### config.mk
export PLATFORM = sky130hd
export DESIGN_NAME = anp_regs
export DESIGN_NICKNAME = d
export VERILOG_FILES = /design/src/anp_pkg.sv /design/src/anp_sync.sv /design/src/anp_np_hold.sv /design/src/anp_regs.sv
export SDC_FILE = /design/constraint.sdc
export NUM_CORES = 1
export LEC_CHECK = 0
export ABC_CLOCK_PERIOD_IN_PS = 6600
export BUFFER_PORTS_ARGS = -buffer_cell sky130_fd_sc_hd__buf_2
export CAP_MARGIN = 20
export CORE_MARGIN = 2
export CORE_UTILIZATION = 58
export CTS_CLUSTER_SIZE = 25
export DETAILED_ROUTE_END_ITERATION = 6
export PLACE_DENSITY_LB_ADDON = 0.15
export REMOVE_ABC_BUFFERS = 1
export SETUP_SLACK_MARGIN = 0.3
export SLEW_MARGIN = 20
export SYNTH_ARGS = -nofsm -noshare
export SYNTH_HDL_FRONTEND = slang
export SYNTH_SLANG_ARGS = --single-unit
### constraint.sdc
create_clock -name sys_clk -period 6.6 [get_ports sys_clk]
set_input_delay 0.33 -clock sys_clk [delete_from_list [all_inputs] [get_ports sys_clk]]
set_output_delay 0.33 -clock sys_clk [all_outputs]
set_load 0.05 [all_outputs]
### src/anp_pkg.sv
// Shared constants and types for the next page register bank
package anp_pkg;

  // Register offsets in the auto-negotiation device space
  localparam logic [15:0] OFF_LP_BASE3 = 16'h0015;
  localparam logic [15:0] OFF_TX_NP1   = 16'h0016;
  localparam logic [15:0] OFF_TX_NP2   = 16'h0017;
  localparam logic [15:0] OFF_TX_NP3   = 16'h0018;
  localparam logic [15:0] OFF_LP_NP1   = 16'h0019;

  // Values after reset
  localparam logic [15:0] RST_LP_BASE3 = 16'h0000;
  localparam logic [15:0] RST_TX_NP1   = 16'h2000;
  localparam logic [15:0] RST_TX_NP2   = 16'h0000;
  localparam logic [15:0] RST_TX_NP3   = 16'h0000;
  localparam logic [15:0] RST_LP_NP1   = 16'h0000;

  // Field positions in a next page word and in the third base page word
  localparam int unsigned BIT_MORE     = 15;
  localparam int unsigned BIT_ACK      = 14;
  localparam int unsigned BIT_MSG      = 13;
  localparam int unsigned BIT_CAN_ACT  = 12;
  localparam int unsigned BIT_TOGGLE   = 11;
  localparam int unsigned CODE_MSB     = 10;
  localparam int unsigned BIT_FEC_REQ  = 15;
  localparam int unsigned BIT_FEC_CAP  = 14;
  localparam int unsigned TECH_MSB     = 13;

  // Management serial frame layout
  localparam logic [4:0] DEVAD_AN      = 5'h07;
  localparam logic [5:0] PREAMBLE_BITS = 6'h20;
  localparam logic [4:0] HDR_LAST      = 5'h0d;
  localparam logic [4:0] TA_DRIVE      = 5'h0f;
  localparam logic [4:0] FRAME_LAST    = 5'h1f;
  localparam logic [1:0] OP_ADDR       = 2'h0;
  localparam logic [1:0] OP_WRITE      = 2'h1;
  localparam logic [1:0] OP_RDINC      = 2'h2;
  localparam logic [1:0] OP_READ       = 2'h3;
  localparam int unsigned SYNC_STAGES  = 2;

  // 48-bit page code word, high word carries D47:D32
  typedef struct packed {
    logic [15:0] high;
    logic [15:0] mid;
    logic [15:0] low;
  } anp_page_t;

  // Management pins after synchronisation
  typedef struct packed {
    logic       mdc;
    logic       mdio;
    logic [4:0] port;
  } anp_pins_t;

endpackage

### src/anp_sync.sv
// Two-flop synchroniser for management pins entering the system clock domain
module anp_sync #(
  parameter int unsigned WIDTH = 1
) (
  input  wire logic             sys_clk,
  input  wire logic             rst_n,
  input  wire logic [WIDTH-1:0] din,
  output logic      [WIDTH-1:0] dout
);
  import anp_pkg::*;

  logic [WIDTH-1:0] stage1_r;

  // First stage is read by the second stage only
  always_ff @(posedge sys_clk) begin
    if (!rst_n) begin
      stage1_r <= '0;
      dout     <= '0;
    end else begin
      stage1_r <= din;
      dout     <= stage1_r;
    end
  end

endmodule

### src/anp_np_hold.sv
// Holds the upper words of the received next page from the last low word read
module anp_np_hold (
  input  wire logic              sys_clk,
  input  wire logic              rst_n,
  input  wire logic              lowWordRead,
  input  wire anp_pkg::anp_page_t rxPage,
  output logic      [31:0]       upperHold
);
  import anp_pkg::*;

  // freeze upper words
  // Later reads of the upper words see the page of the low word read,
  // even if a new page lands in between
  always_ff @(posedge sys_clk) begin
    if (!rst_n) begin
      upperHold <= 32'h0000_0000;
    end else if (lowWordRead) begin
      upperHold <= {rxPage.high, rxPage.mid};
    end
  end

  chk_hold_capture: assert property (
    @(posedge sys_clk) disable iff (!rst_n)
    lowWordRead |=> upperHold == $past({rxPage.high, rxPage.mid}))
    else $error("upper words not captured on low word read");

  chk_hold_stable: assert property (
    @(posedge sys_clk) disable iff (!rst_n)
    !lowWordRead |=> $stable(upperHold))
    else $error("upper words changed without low word read");

endmodule

### src/anp_regs.sv
// Next page register bank with management serial slave
import anp_pkg::*;

// Contract
// - Bit 15 of the partner base page word 3 shows received base page bit D47.
// - Bit 14 of the partner base page word 3 shows received base page bit D46.
// - Bits 13:0 of the partner base page word 3 show received base page bits D45:D32.
// - Transmit next page word 1 bit 15, reset 0, is sent as next page bit D15.
// - Transmit next page word 1 bit 13, reset 1, drives next page bit D13.
// - Transmit next page word 1 bit 12, reset 0, drives next page bit D12.
// - The sent toggle bit is made in hardware; bit 11 only stores what was written.
// - Transmit next page word 1 bits 10:0, reset 0, drive next page bits D10:D0.
// - Transmit next page word 2, reset 0, drives next page bits D31:D16.
// - Transmit next page word 3, reset 0, drives next page bits D47:D32.
// - Partner next page word 1 bits 15 and 13 show D15 and D13, reset 0.
// - Partner next page word 1 bit 14 shows D14, reset 0.
// - Partner next page word 1 bit 12 shows D12.
// - Partner next page word 1 bit 11 shows the toggle D11 of the latest page.
// - Partner next page word 1 bits 10:0 show D10:D0.
module anp_regs (
  input  wire logic               sys_clk,
  input  wire logic               rst_n,
  input  wire logic               mdc,
  input  wire logic               mdioIn,
  output logic                    mdioOut,
  output logic                    mdioOe,
  input  wire logic [4:0]         portAddr,
  input  wire logic               lpBaseValid,
  input  wire anp_pkg::anp_page_t lpBasePage,
  input  wire logic               lpNextValid,
  input  wire anp_pkg::anp_page_t lpNextPage,
  input  wire logic               txPageSent,
  output anp_pkg::anp_page_t      txNextPage,
  output logic [31:0]             rxNpUpperHold
);
  import anp_pkg::*;

  typedef enum logic [0:0] {MD_PRE, MD_FRAME} anp_mdst_t;

  anp_pins_t   pinsRaw;
  anp_pins_t   pinsS;
  anp_mdst_t   st_r;
  logic        mdcPrev_r;
  logic        mdcRise;
  logic        mdcFall;
  logic [5:0]  onesCnt_r;
  logic [4:0]  bitCnt_r;
  logic [15:0] shift_r;
  logic [12:0] hdr;
  logic [15:0] frameData;
  logic [1:0]  op_r;
  logic        hit_r;
  logic        hdrDone;
  logic        frameDone;
  logic [15:0] regAddr_r;
  logic [15:0] rdData_r;
  logic        wrStrobe;
  logic        lowWordRead;
  logic [15:0] lpBase3_r;
  logic [15:0] txW1_r;
  logic [15:0] txW2_r;
  logic [15:0] txW3_r;
  logic [15:0] lpNp1_r;
  logic        toggle_r;

  assign pinsRaw = '{mdc: mdc, mdio: mdioIn, port: portAddr};

  anp_sync #(
    .WIDTH ($bits(anp_pins_t))
  ) u_sync (
    .sys_clk (sys_clk),
    .rst_n   (rst_n),
    .din     (pinsRaw),
    .dout    (pinsS)
  );

  // Clock edges of the management clock, seen after synchronisation
  always_ff @(posedge sys_clk) begin
    if (!rst_n) begin
      mdcPrev_r <= 1'b0;
    end else begin
      mdcPrev_r <= pinsS.mdc;
    end
  end

  assign mdcRise   = pinsS.mdc & ~mdcPrev_r;
  assign mdcFall   = ~pinsS.mdc & mdcPrev_r;
  assign hdr       = {shift_r[11:0], pinsS.mdio};
  assign frameData = {shift_r[14:0], pinsS.mdio};
  assign hdrDone   = mdcRise && (st_r == MD_FRAME) && (bitCnt_r == HDR_LAST);
  assign frameDone = mdcRise && (st_r == MD_FRAME) && (bitCnt_r == FRAME_LAST);
  assign wrStrobe  = frameDone && hit_r && (op_r == OP_WRITE);

  function automatic logic [15:0] regRead(input logic [15:0] addr);
    case (addr)
      OFF_LP_BASE3: regRead = lpBase3_r;
      OFF_TX_NP1:   regRead = txW1_r;
      OFF_TX_NP2:   regRead = txW2_r;
      OFF_TX_NP3:   regRead = txW3_r;
      OFF_LP_NP1:   regRead = lpNp1_r;
      default:      regRead = 16'h0000;
    endcase
  endfunction

  // Frame sequencer: preamble of ones, then 32 bits of header, turnaround and data
  always_ff @(posedge sys_clk) begin
    if (!rst_n) begin
      st_r      <= MD_PRE;
      onesCnt_r <= 6'h00;
      bitCnt_r  <= 5'h00;
      shift_r   <= 16'h0000;
    end else if (mdcRise) begin
      case (st_r)
        MD_PRE: begin
          if (pinsS.mdio) begin
            if (onesCnt_r != PREAMBLE_BITS) begin
              onesCnt_r <= onesCnt_r + 6'h01;
            end
          end else if (onesCnt_r == PREAMBLE_BITS) begin
            st_r     <= MD_FRAME;
            bitCnt_r <= 5'h01;
            shift_r  <= 16'h0000;
          end else begin
            onesCnt_r <= 6'h00;
          end
        end
        MD_FRAME: begin
          shift_r  <= frameData;
          bitCnt_r <= bitCnt_r + 5'h01;
          if (bitCnt_r == FRAME_LAST) begin
            st_r      <= MD_PRE;
            onesCnt_r <= 6'h00;
            bitCnt_r  <= 5'h00;
          end
        end
        default: begin
          st_r      <= MD_PRE;
          onesCnt_r <= 6'h00;
        end
      endcase
    end
  end

  // Header decode: second start bit low, our port, auto-negotiation device
  always_ff @(posedge sys_clk) begin
    if (!rst_n) begin
      op_r  <= OP_ADDR;
      hit_r <= 1'b0;
    end else if (hdrDone) begin
      op_r  <= hdr[11:10];
      hit_r <= !hdr[12] && (hdr[9:5] == pinsS.port) && (hdr[4:0] == DEVAD_AN);
    end else if (frameDone) begin
      hit_r <= 1'b0;
    end
  end

  // Address register; post-read-increment steps it at frame end
  always_ff @(posedge sys_clk) begin
    if (!rst_n) begin
      regAddr_r <= 16'h0000;
    end else if (frameDone && hit_r) begin
      if (op_r == OP_ADDR) begin
        regAddr_r <= frameData;
      end else if (op_r == OP_RDINC) begin
        regAddr_r <= regAddr_r + 16'h0001;
      end
    end
  end

  // Read data is sampled at header end so it cannot tear during the shift-out
  assign lowWordRead = hdrDone && !hdr[12] && hdr[11] && (hdr[9:5] == pinsS.port)
                       && (hdr[4:0] == DEVAD_AN) && (regAddr_r == OFF_LP_NP1);

  always_ff @(posedge sys_clk) begin
    if (!rst_n) begin
      rdData_r <= 16'h0000;
    end else if (hdrDone) begin
      rdData_r <= regRead(regAddr_r);
    end
  end

  // Pin is changed on the falling clock so the host samples it settled on the rise
  always_ff @(posedge sys_clk) begin
    if (!rst_n) begin
      mdioOut <= 1'b0;
      mdioOe  <= 1'b0;
    end else if (mdcFall) begin
      mdioOe  <= (st_r == MD_FRAME) && hit_r && op_r[1] && (bitCnt_r >= TA_DRIVE);
      mdioOut <= (bitCnt_r > TA_DRIVE) ? rdData_r[~bitCnt_r[3:0]] : 1'b0;
    end
  end

  // transmit word 1
  // Bit 14 is held at zero so it always reads back as zero
  always_ff @(posedge sys_clk) begin
    if (!rst_n) begin
      txW1_r <= RST_TX_NP1;
    end else if (wrStrobe && regAddr_r == OFF_TX_NP1) begin
      txW1_r <= frameData & ~(16'h0001 << BIT_ACK);
    end
  end

  always_ff @(posedge sys_clk) begin
    if (!rst_n) begin
      txW2_r <= RST_TX_NP2;
      txW3_r <= RST_TX_NP3;
    end else if (wrStrobe) begin
      if (regAddr_r == OFF_TX_NP2) begin
        txW2_r <= frameData;
      end
      if (regAddr_r == OFF_TX_NP3) begin
        txW3_r <= frameData;
      end
    end
  end

  // hardware toggle
  // Flips once per page the engine sends; the stored bit 11 never reaches the line
  always_ff @(posedge sys_clk) begin
    if (!rst_n) begin
      toggle_r <= 1'b0;
    end else if (txPageSent) begin
      toggle_r <= ~toggle_r;
    end
  end

  always_ff @(posedge sys_clk) begin
    if (!rst_n) begin
      txNextPage <= '{high: RST_TX_NP3, mid: RST_TX_NP2, low: RST_TX_NP1};
    end else begin
      txNextPage.high <= txW3_r;
      txNextPage.mid  <= txW2_r;
      txNextPage.low  <= {txW1_r[15:12], toggle_r, txW1_r[CODE_MSB:0]};
    end
  end

  // partner base word 3
  // Only the engine loads it; management writes have no path here
  always_ff @(posedge sys_clk) begin
    if (!rst_n) begin
      lpBase3_r <= RST_LP_BASE3;
    end else if (lpBaseValid) begin
      lpBase3_r <= lpBasePage.high;
    end
  end

  always_ff @(posedge sys_clk) begin
    if (!rst_n) begin
      lpNp1_r <= RST_LP_NP1;
    end else if (lpNextValid) begin
      lpNp1_r <= lpNextPage.low;
    end
  end

  anp_np_hold u_hold (
    .sys_clk     (sys_clk),
    .rst_n       (rst_n),
    .lowWordRead (lowWordRead),
    .rxPage      (lpNextPage),
    .upperHold   (rxNpUpperHold)
  );

  chk_fec_request: assert property (
    @(posedge sys_clk) disable iff (!rst_n)
    lpBaseValid |=> lpBase3_r[BIT_FEC_REQ] == $past(lpBasePage.high[BIT_FEC_REQ]))
    else $error("partner FEC request bit not captured");

  chk_fec_capable: assert property (
    @(posedge sys_clk) disable iff (!rst_n)
    lpBaseValid |=> lpBase3_r[BIT_FEC_CAP] == $past(lpBasePage.high[BIT_FEC_CAP]))
    else $error("partner FEC ability bit not captured");

  chk_tech_upper: assert property (
    @(posedge sys_clk) disable iff (!rst_n)
    lpBaseValid ##1 !lpBaseValid [*2] |->
      lpBase3_r[TECH_MSB:0] == $past(lpBasePage.high[TECH_MSB:0], 2))
    else $error("partner technology field lost");

  chk_tx_more: assert property (
    @(posedge sys_clk) disable iff (!rst_n)
    $rose(txW1_r[BIT_MORE]) |=> txNextPage.low[BIT_MORE])
    else $error("next page flag not sent");

  chk_tx_msg: assert property (
    @(posedge sys_clk) disable iff (!rst_n)
    1'b1 |=> txNextPage.low[BIT_MSG] == $past(txW1_r[BIT_MSG]))
    else $error("message page flag not sent");

  chk_tx_can_act: assert property (
    @(posedge sys_clk) disable iff (!rst_n)
    $changed(txW1_r[BIT_CAN_ACT]) |=> txNextPage.low[BIT_CAN_ACT] == $past(txW1_r[BIT_CAN_ACT]))
    else $error("can-act bit not sent");

  chk_toggle_flip: assert property (
    @(posedge sys_clk) disable iff (!rst_n)
    txPageSent && !$past(txPageSent) |=> ##1 txNextPage.low[BIT_TOGGLE] != $past(toggle_r, 2))
    else $error("toggle did not flip after a sent page");

  chk_tx_code: assert property (
    @(posedge sys_clk) disable iff (!rst_n)
    wrStrobe && regAddr_r == OFF_TX_NP1 |-> ##2 txNextPage.low[CODE_MSB:0] == $past(frameData[CODE_MSB:0], 2))
    else $error("written code field not sent");

  chk_tx_mid: assert property (
    @(posedge sys_clk) disable iff (!rst_n)
    wrStrobe && regAddr_r == OFF_TX_NP2 |-> ##2 txNextPage.mid == $past(frameData, 2))
    else $error("written word 2 not sent");

  chk_tx_high: assert property (
    @(posedge sys_clk) disable iff (!rst_n)
    wrStrobe && regAddr_r == OFF_TX_NP3 |-> ##2 txNextPage.high == $past(frameData, 2))
    else $error("written word 3 not sent");

  chk_rx_flags: assert property (
    @(posedge sys_clk) disable iff (!rst_n)
    lpNextValid |=> lpNp1_r[BIT_MORE] == $past(lpNextPage.low[BIT_MORE])
      && lpNp1_r[BIT_MSG] == $past(lpNextPage.low[BIT_MSG]))
    else $error("partner next page flags not captured");

  chk_rx_ack: assert property (
    @(posedge sys_clk) disable iff (!rst_n)
    lpNextValid |=> lpNp1_r[BIT_ACK] == $past(lpNextPage.low[BIT_ACK]))
    else $error("partner acknowledge bit not captured");

  chk_rx_can_act: assert property (
    @(posedge sys_clk) disable iff (!rst_n)
    lpNextValid |=> lpNp1_r[BIT_CAN_ACT] == $past(lpNextPage.low[BIT_CAN_ACT]))
    else $error("partner can-act bit not captured");

  chk_rx_toggle: assert property (
    @(posedge sys_clk) disable iff (!rst_n)
    lpNextValid |=> lpNp1_r[BIT_TOGGLE] == $past(lpNextPage.low[BIT_TOGGLE]))
    else $error("partner toggle not captured");

  chk_rx_code: assert property (
    @(posedge sys_clk) disable iff (!rst_n)
    lpNextValid |=> lpNp1_r[CODE_MSB:0] == $past(lpNextPage.low[CODE_MSB:0]))
    else $error("partner code field not captured");

  chk_ro_ignored: assert property (
    @(posedge sys_clk) disable iff (!rst_n)
    !lpNextValid && !lpBaseValid |=> $stable(lpNp1_r) && $stable(lpBase3_r))
    else $error("read-only word changed without a received page");

endmodule

After elaboration in Yosys (flattened, before gate mapping)
Cells that the tools add are included.
{"block": "word_totals", "register_bits": 238, "wordCells": 103}
{"block": "classes", "addsub": 3, "order_cmp": 3, "n_eq_ne": 18, "muxes": 24, "n_bitwise": 7, "n_reduce_logical": 25}
{"op": "16-bit by 5-bit equality test with 1-bit output, second input constant", "count": 5}
{"op": "16-bit case mux with 5 select lines", "count": 1}
{"op": "16-bit two-way mux", "count": 2}
{"op": "15-bit two-way mux", "count": 2}
{"op": "15-bit case mux with 2 select lines", "count": 1}
{"op": "6-bit two-way mux", "count": 4}
{"op": "16-bit by 1-bit adder with 16-bit output, second input constant", "count": 1}
{"op": "1-bit logical AND", "count": 16}
{"op": "5-bit two-way mux", "count": 3}
{"op": "6-bit case mux with 2 select lines", "count": 1}
{"op": "5-bit case mux with 2 select lines", "count": 1}
{"op": "1-bit two-way mux", "count": 7}
{"op": "6-bit by 1-bit adder with 6-bit output, second input constant", "count": 1}
{"op": "6-bit equality test, second input constant", "count": 1}
{"op": "6-bit inequality test, second input constant", "count": 1}
{"op": "2-bit AND reduction", "count": 3}
{"op": "5-bit by 1-bit adder with 5-bit output, second input constant", "count": 1}
{"op": "5-bit by 3-bit equality test with 1-bit output, second input constant", "count": 1}
{"op": "5-bit by 4-bit equality test with 1-bit output, second input constant", "count": 1}
{"op": "5-bit equality test", "count": 1}
{"op": "5-bit equality test, second input constant", "count": 1}
{"op": "5-bit by 4-bit greater-or-equal comparator with 1-bit output, second input constant", "count": 1}
{"op": "5-bit by 4-bit > comparator with 1-bit output, second input constant", "count": 1}
{"op": "4-bit by 5-bit < comparator with 1-bit output, second input constant", "count": 1}
{"op": "other kinds (16)", "count": 22}

Depth between registers and ports, before layout
{"block": "depth", "word_depth": 9, "depth_mapped": 9, "mapped_depth_nobuf": 7}

Cells and area by module
From an unflattened synthesis, not the netlist that was laid out.
{"block": "unflattened", "cells_unflattened": 1041, "area_unflattened_um2": 9872.0}
{"module": "anp_regs", "n_inst": 1, "cells_each": 909, "area_each_um2": 8236.6, "seq_area_each_um2": 3843.7}
{"module": "anp_np_hold", "n_inst": 1, "cells_each": 103, "area_each_um2": 1243.7, "seq_area_each_um2": 640.6}
{"module": "anp_sync", "n_inst": 1, "cells_each": 29, "area_each_um2": 391.6, "seq_area_each_um2": 280.3}

Least setup slack after synthesis
No wires, ideal clock.
{"block": "synth_timing", "kind": "register to register", "start": "reg bitCnt_r[0]", "end": "reg regAddr_r[14]", "setup_ns": 0.122, "arrival_time_ns": 2.340, "path_slack_ns": 4.139, "path_stages_with_launch": 9, "period_less_slack_ns": 2.461, "path_cell_list": "dfxtp_1 > ha_1 > and3_1 > ha_1 > nand4b_1 > or2_1 > clkbuf_1 > or4_1 > o311a_1"}
{"block": "synth_via", "elab_chain_cells": 4}
{"item": "start: declaration", "line": "anp_regs.sv:47", "text": "logic [4:0] bitCnt_r;"}
{"item": "start signal: assignment", "line": "anp_regs.sv:129", "text": "bitCnt_r <= bitCnt_r + 5'h01;"}
{"item": "5-bit equality test", "line": "anp_regs.sv:91", "text": "assign frameDone = mdcRise && (st_r == MD_FRAME) && (bitCnt_r == FRAME_LAST);"}
{"item": "1-bit logical AND", "line": "anp_regs.sv:91"}
{"item": "1-bit logical AND", "line": "anp_regs.sv:161", "text": "end else if (frameDone && hit_r) begin"}
{"item": "2-bit AND reduction (no line)"}
{"item": "end signal: assignment", "line": "anp_regs.sv:163", "text": "regAddr_r <= frameData;"}
{"item": "end signal: assignment", "line": "anp_regs.sv:165", "text": "regAddr_r <= regAddr_r + 16'h0001;"}
{"item": "end: declaration", "line": "anp_regs.sv:55", "text": "logic [15:0] regAddr_r;"}
Every way passes these cells.
A chain may end at the register's enable or synchronous reset.

Worst setup path after layout
{"block": "layout_timing", "start": "reg regAddr_r[0]", "end": "reg u_hold.upperHold[12]"}
{"block": "layout_via", "elab_chain_cells": 2}
{"item": "16-bit by 5-bit equality test with 1-bit output", "line": "anp_regs.sv:172", "text": "&& (hdr[4:0] == DEVAD_AN) && (regAddr_r == OFF_LP_NP1);"}
{"item": "1-bit logical AND", "line": "anp_regs.sv:172"}
{"item": "end signal: assignment", "line": "anp_np_hold.sv:18", "text": "upperHold <= {rxPage.high, rxPage.mid};"}
{"item": "end: declaration", "line": "anp_np_hold.sv:7", "text": "output logic [31:0] upperHold"}
Every way passes these cells.

==> impl_metrics.tcl <==
set metrics [dict create \
    grt_pass1_vias 7479 \
    critPathMaxFanout 32 \
    tritoncts "yes" \
    cts_setup_buffers 0 \
    period_share_pct 49.0 \
    worst_pin_slew_ps 1020 \
    drive_above_1_share_pct 18.9 \
    hold_viol 0 \
    critPathKind "flop to flop" \
    overflow 0 \
    place_hpwl_mm 15.4 \
    avgSynthCellArea_um2 9.17 \
    ioPinCount 190 \
    synthArstFlopShare_pct 0 \
    p_per_area_nw_per_um2 265 \
    rsz0062_at_grt "no" \
    ir_drop_v 0.000214 \
    end_kind "flop" \
    grt_usage_pct 27.1 \
    layout_commonest_cell "dfxtp_1" \
    io_buffer_count 156 \
    fill_cells 1307 \
    p_leak_nw 4.41 \
    drv_cap 0 \
    finalNetCount 1262 \
    clk_pin_slew_worst_paths_ps 60 \
    setup_violations 0 \
    setup_slack_ps 3370 \
    routabilityCongestion 0.877 \
    power.total_mw 2.96 \
    htreeDepth 1 \
    areaGrowthSynthToFinish_pct 16.1 \
    grt_first_pass_wirelength_mm 39.1 \
    die_w_um 133 \
    drtPass1Iterations 6 \
    cp.required_ps 7030 \
    dieArea_um2 17700 \
    min_path_type "input port to flop" \
    place_ws_ps 3340 \
    min_period_ps 3230 \
    synth_edf_count 0 \
    clk_path_buf_depth 3 \
    initial_core_util_pct 58.8 \
    wire_per_inst_um 17.8 \
    die_h_um 133 \
    syn_area_um2 9640 \
    tns_ps 0 \
    antenna_found_initial 1 \
    fmax_mhz 310 \
    coreArea_um2 16400 \
    num_rows 47 \
    relSlewSlack_pct 31.8 \
    cts_buffers 24 \
    r2r_slack_ps 3370 \
    clkSinkCount 238 \
    yosysUniqueCellTypes 66 \
    arrival_ps 3660 \
    viasPerCell 5.86 \
    slew_violations 0 \
    vias 8109 \
    yosysSeqAreaShare_pct 49.4 \
    hold_buffers 0 \
    status "complete, no violations" \
    ant_nets 0 \
    drt_iter0_markers 675 \
    cts_resized 0 \
    fin_skew_ps 8.12 \
    grt_max_degree 103 \
    layout_common_cells "dfxtp_1 (238), buf_2 (155), nand2_1 (108)" \
    synth-main-ff-cell "dfxtp_1" \
    clock_latency_ps 510 \
    hold_slack_ps 20.7 \
    clockRootBuffer "clkbuf_16" \
    ys_ff_latch 238 \
    fin_util_pct 68.2 \
    syn_inst 1051 \
    ys.warnings.count 0 \
    startpoint_type "flop" \
    wl_mm 24.6 \
    drc 0 \
]
cell families after synthesis:
| family | share of synthesized area, % |
|---|---|
| adder cells (fa/ha/maj) | 1.30 |
| buffers and inverters | 5.09 |
| AND/OR/NAND/NOR | 18.5 |
| multiplexers | 7.80 |
| XOR/XNOR | 0.909 |
| AO/OA/AOI/OAI | 16.9 |
| other | 0.0389 |
| flip-flops | 49.4 |
sequential cells by signal, summed over array words and instances, names as in the netlist, 16 cells and up:
name,cells
txW2_r,16
txW3_r,16
u_hold.upperHold,32
lpBase3_r,16
regAddr_r,16
lpNp1_r,16
txNextPage,47
rdData_r,16
metal layers:
layer	GRT usage [%]	part of all wire (%)	vias to the layer above
met5	0	0	-
met2	44.0	47	319
met4	9.92	3.0	0
li1	-	-	3913
met1	37.3	43	3825
met3	3.60	6.5	52
cell usage after synthesis (3+ instances only):
| library cell | instances | area share (%) |
|---|---|---|
| a211oi_1 | 11 | 0.86 |
| a21oi_1 | 82 | 4.3 |
| a22o_1 | 28 | 2.5 |
| a22oi_1 | 14 | 1.1 |
| a311oi_1 | 4 | 0.36 |
| a31oi_1 | 17 | 1.1 |
| and2_1 | 64 | 4.2 |
| and3_1 | 5 | 0.32 |
| and4_1 | 3 | 0.27 |
| and4b_1 | 3 | 0.31 |
| buf_12 | 3 | 0.62 |
| buf_2 | 11 | 0.57 |
| clkbuf_1 | 80 | 3.1 |
| dfxtp_1 | 238 | 49 |
| ha_1 | 10 | 1.3 |
| inv_1 | 12 | 0.47 |
| mux2i_1 | 65 | 6.7 |
| mux4_2 | 4 | 0.93 |
| nand2_1 | 108 | 4.2 |
| nand2b_1 | 10 | 0.65 |
| nand3_1 | 64 | 3.3 |
| nand3b_1 | 3 | 0.23 |
| nand4_1 | 3 | 0.19 |
| nor2_1 | 47 | 1.8 |
| nor3_1 | 14 | 0.73 |
| nor4_1 | 6 | 0.39 |
| o21ai_0 | 26 | 1.3 |
| o21ai_1 | 47 | 2.4 |
| o31ai_1 | 4 | 0.31 |
| o32ai_1 | 5 | 0.45 |
| o41ai_1 | 3 | 0.27 |
| or4_1 | 6 | 0.47 |
| xnor2_1 | 7 | 0.64 |
| xor2_1 | 3 | 0.27 |
area by class of cell:
class | instances | area, um^2 | share of cell area, %
sequential | 238 | 4760 | 42.6
multi-input combinational | 703 | 4410 | 39.4
timing repair buffer | 165 | 862 | 7.71
clock buffer | 31 | 668 | 5.97
tap | 220 | 275 | 2.46
clock inverter | 13 | 159 | 1.42
inverter | 12 | 45.0 | 0.403
antenna | 1 | 2.50 | 0.0224
critical path: stages, from the launching register on:
cell and delay (ps):
dfxtp_1 460, ha_1 730, nand3b_1 220, nor4_4 170, buf_4 300, and4_2 960, mux2i_1 270
worst paths after layout:
kind                                                    start                                 to  cells past startpoint
worst min-delay path                              portAddr[3]      u_sync.stage1_r[3]$_SDFF_PN0_                      2
worst max-delay path                regAddr_r[0]$_SDFFE_PN0P_  u_hold.upperHold[12]$_SDFFE_PN0P_                      6
worst min register to register  u_sync.stage1_r[0]$_SDFF_PN0_          u_sync.dout[0]$_SDFF_PN0_                      1
worst max register to register      regAddr_r[0]$_SDFFE_PN0P_  u_hold.upperHold[12]$_SDFFE_PN0P_                      6
metrics by stage:
stage | area [um^2] | cells
floorplan | 9200 | 953
global placement | 10300 | 1337
detailed placement | 10300 | 1337
CTS | 11200 | 1381
global route | 11200 | 1383
finish | 11200 | 1383
power breakdown:
group | switching, mW | total [mW] | internal (mW)
clock network | 0.567 | 1.41 | 0.838
registers | 0.0105 | 1.46 | 1.45
logic | 0.0542 | 0.0921 | 0.0379
(Power assumes the default switching activity.)
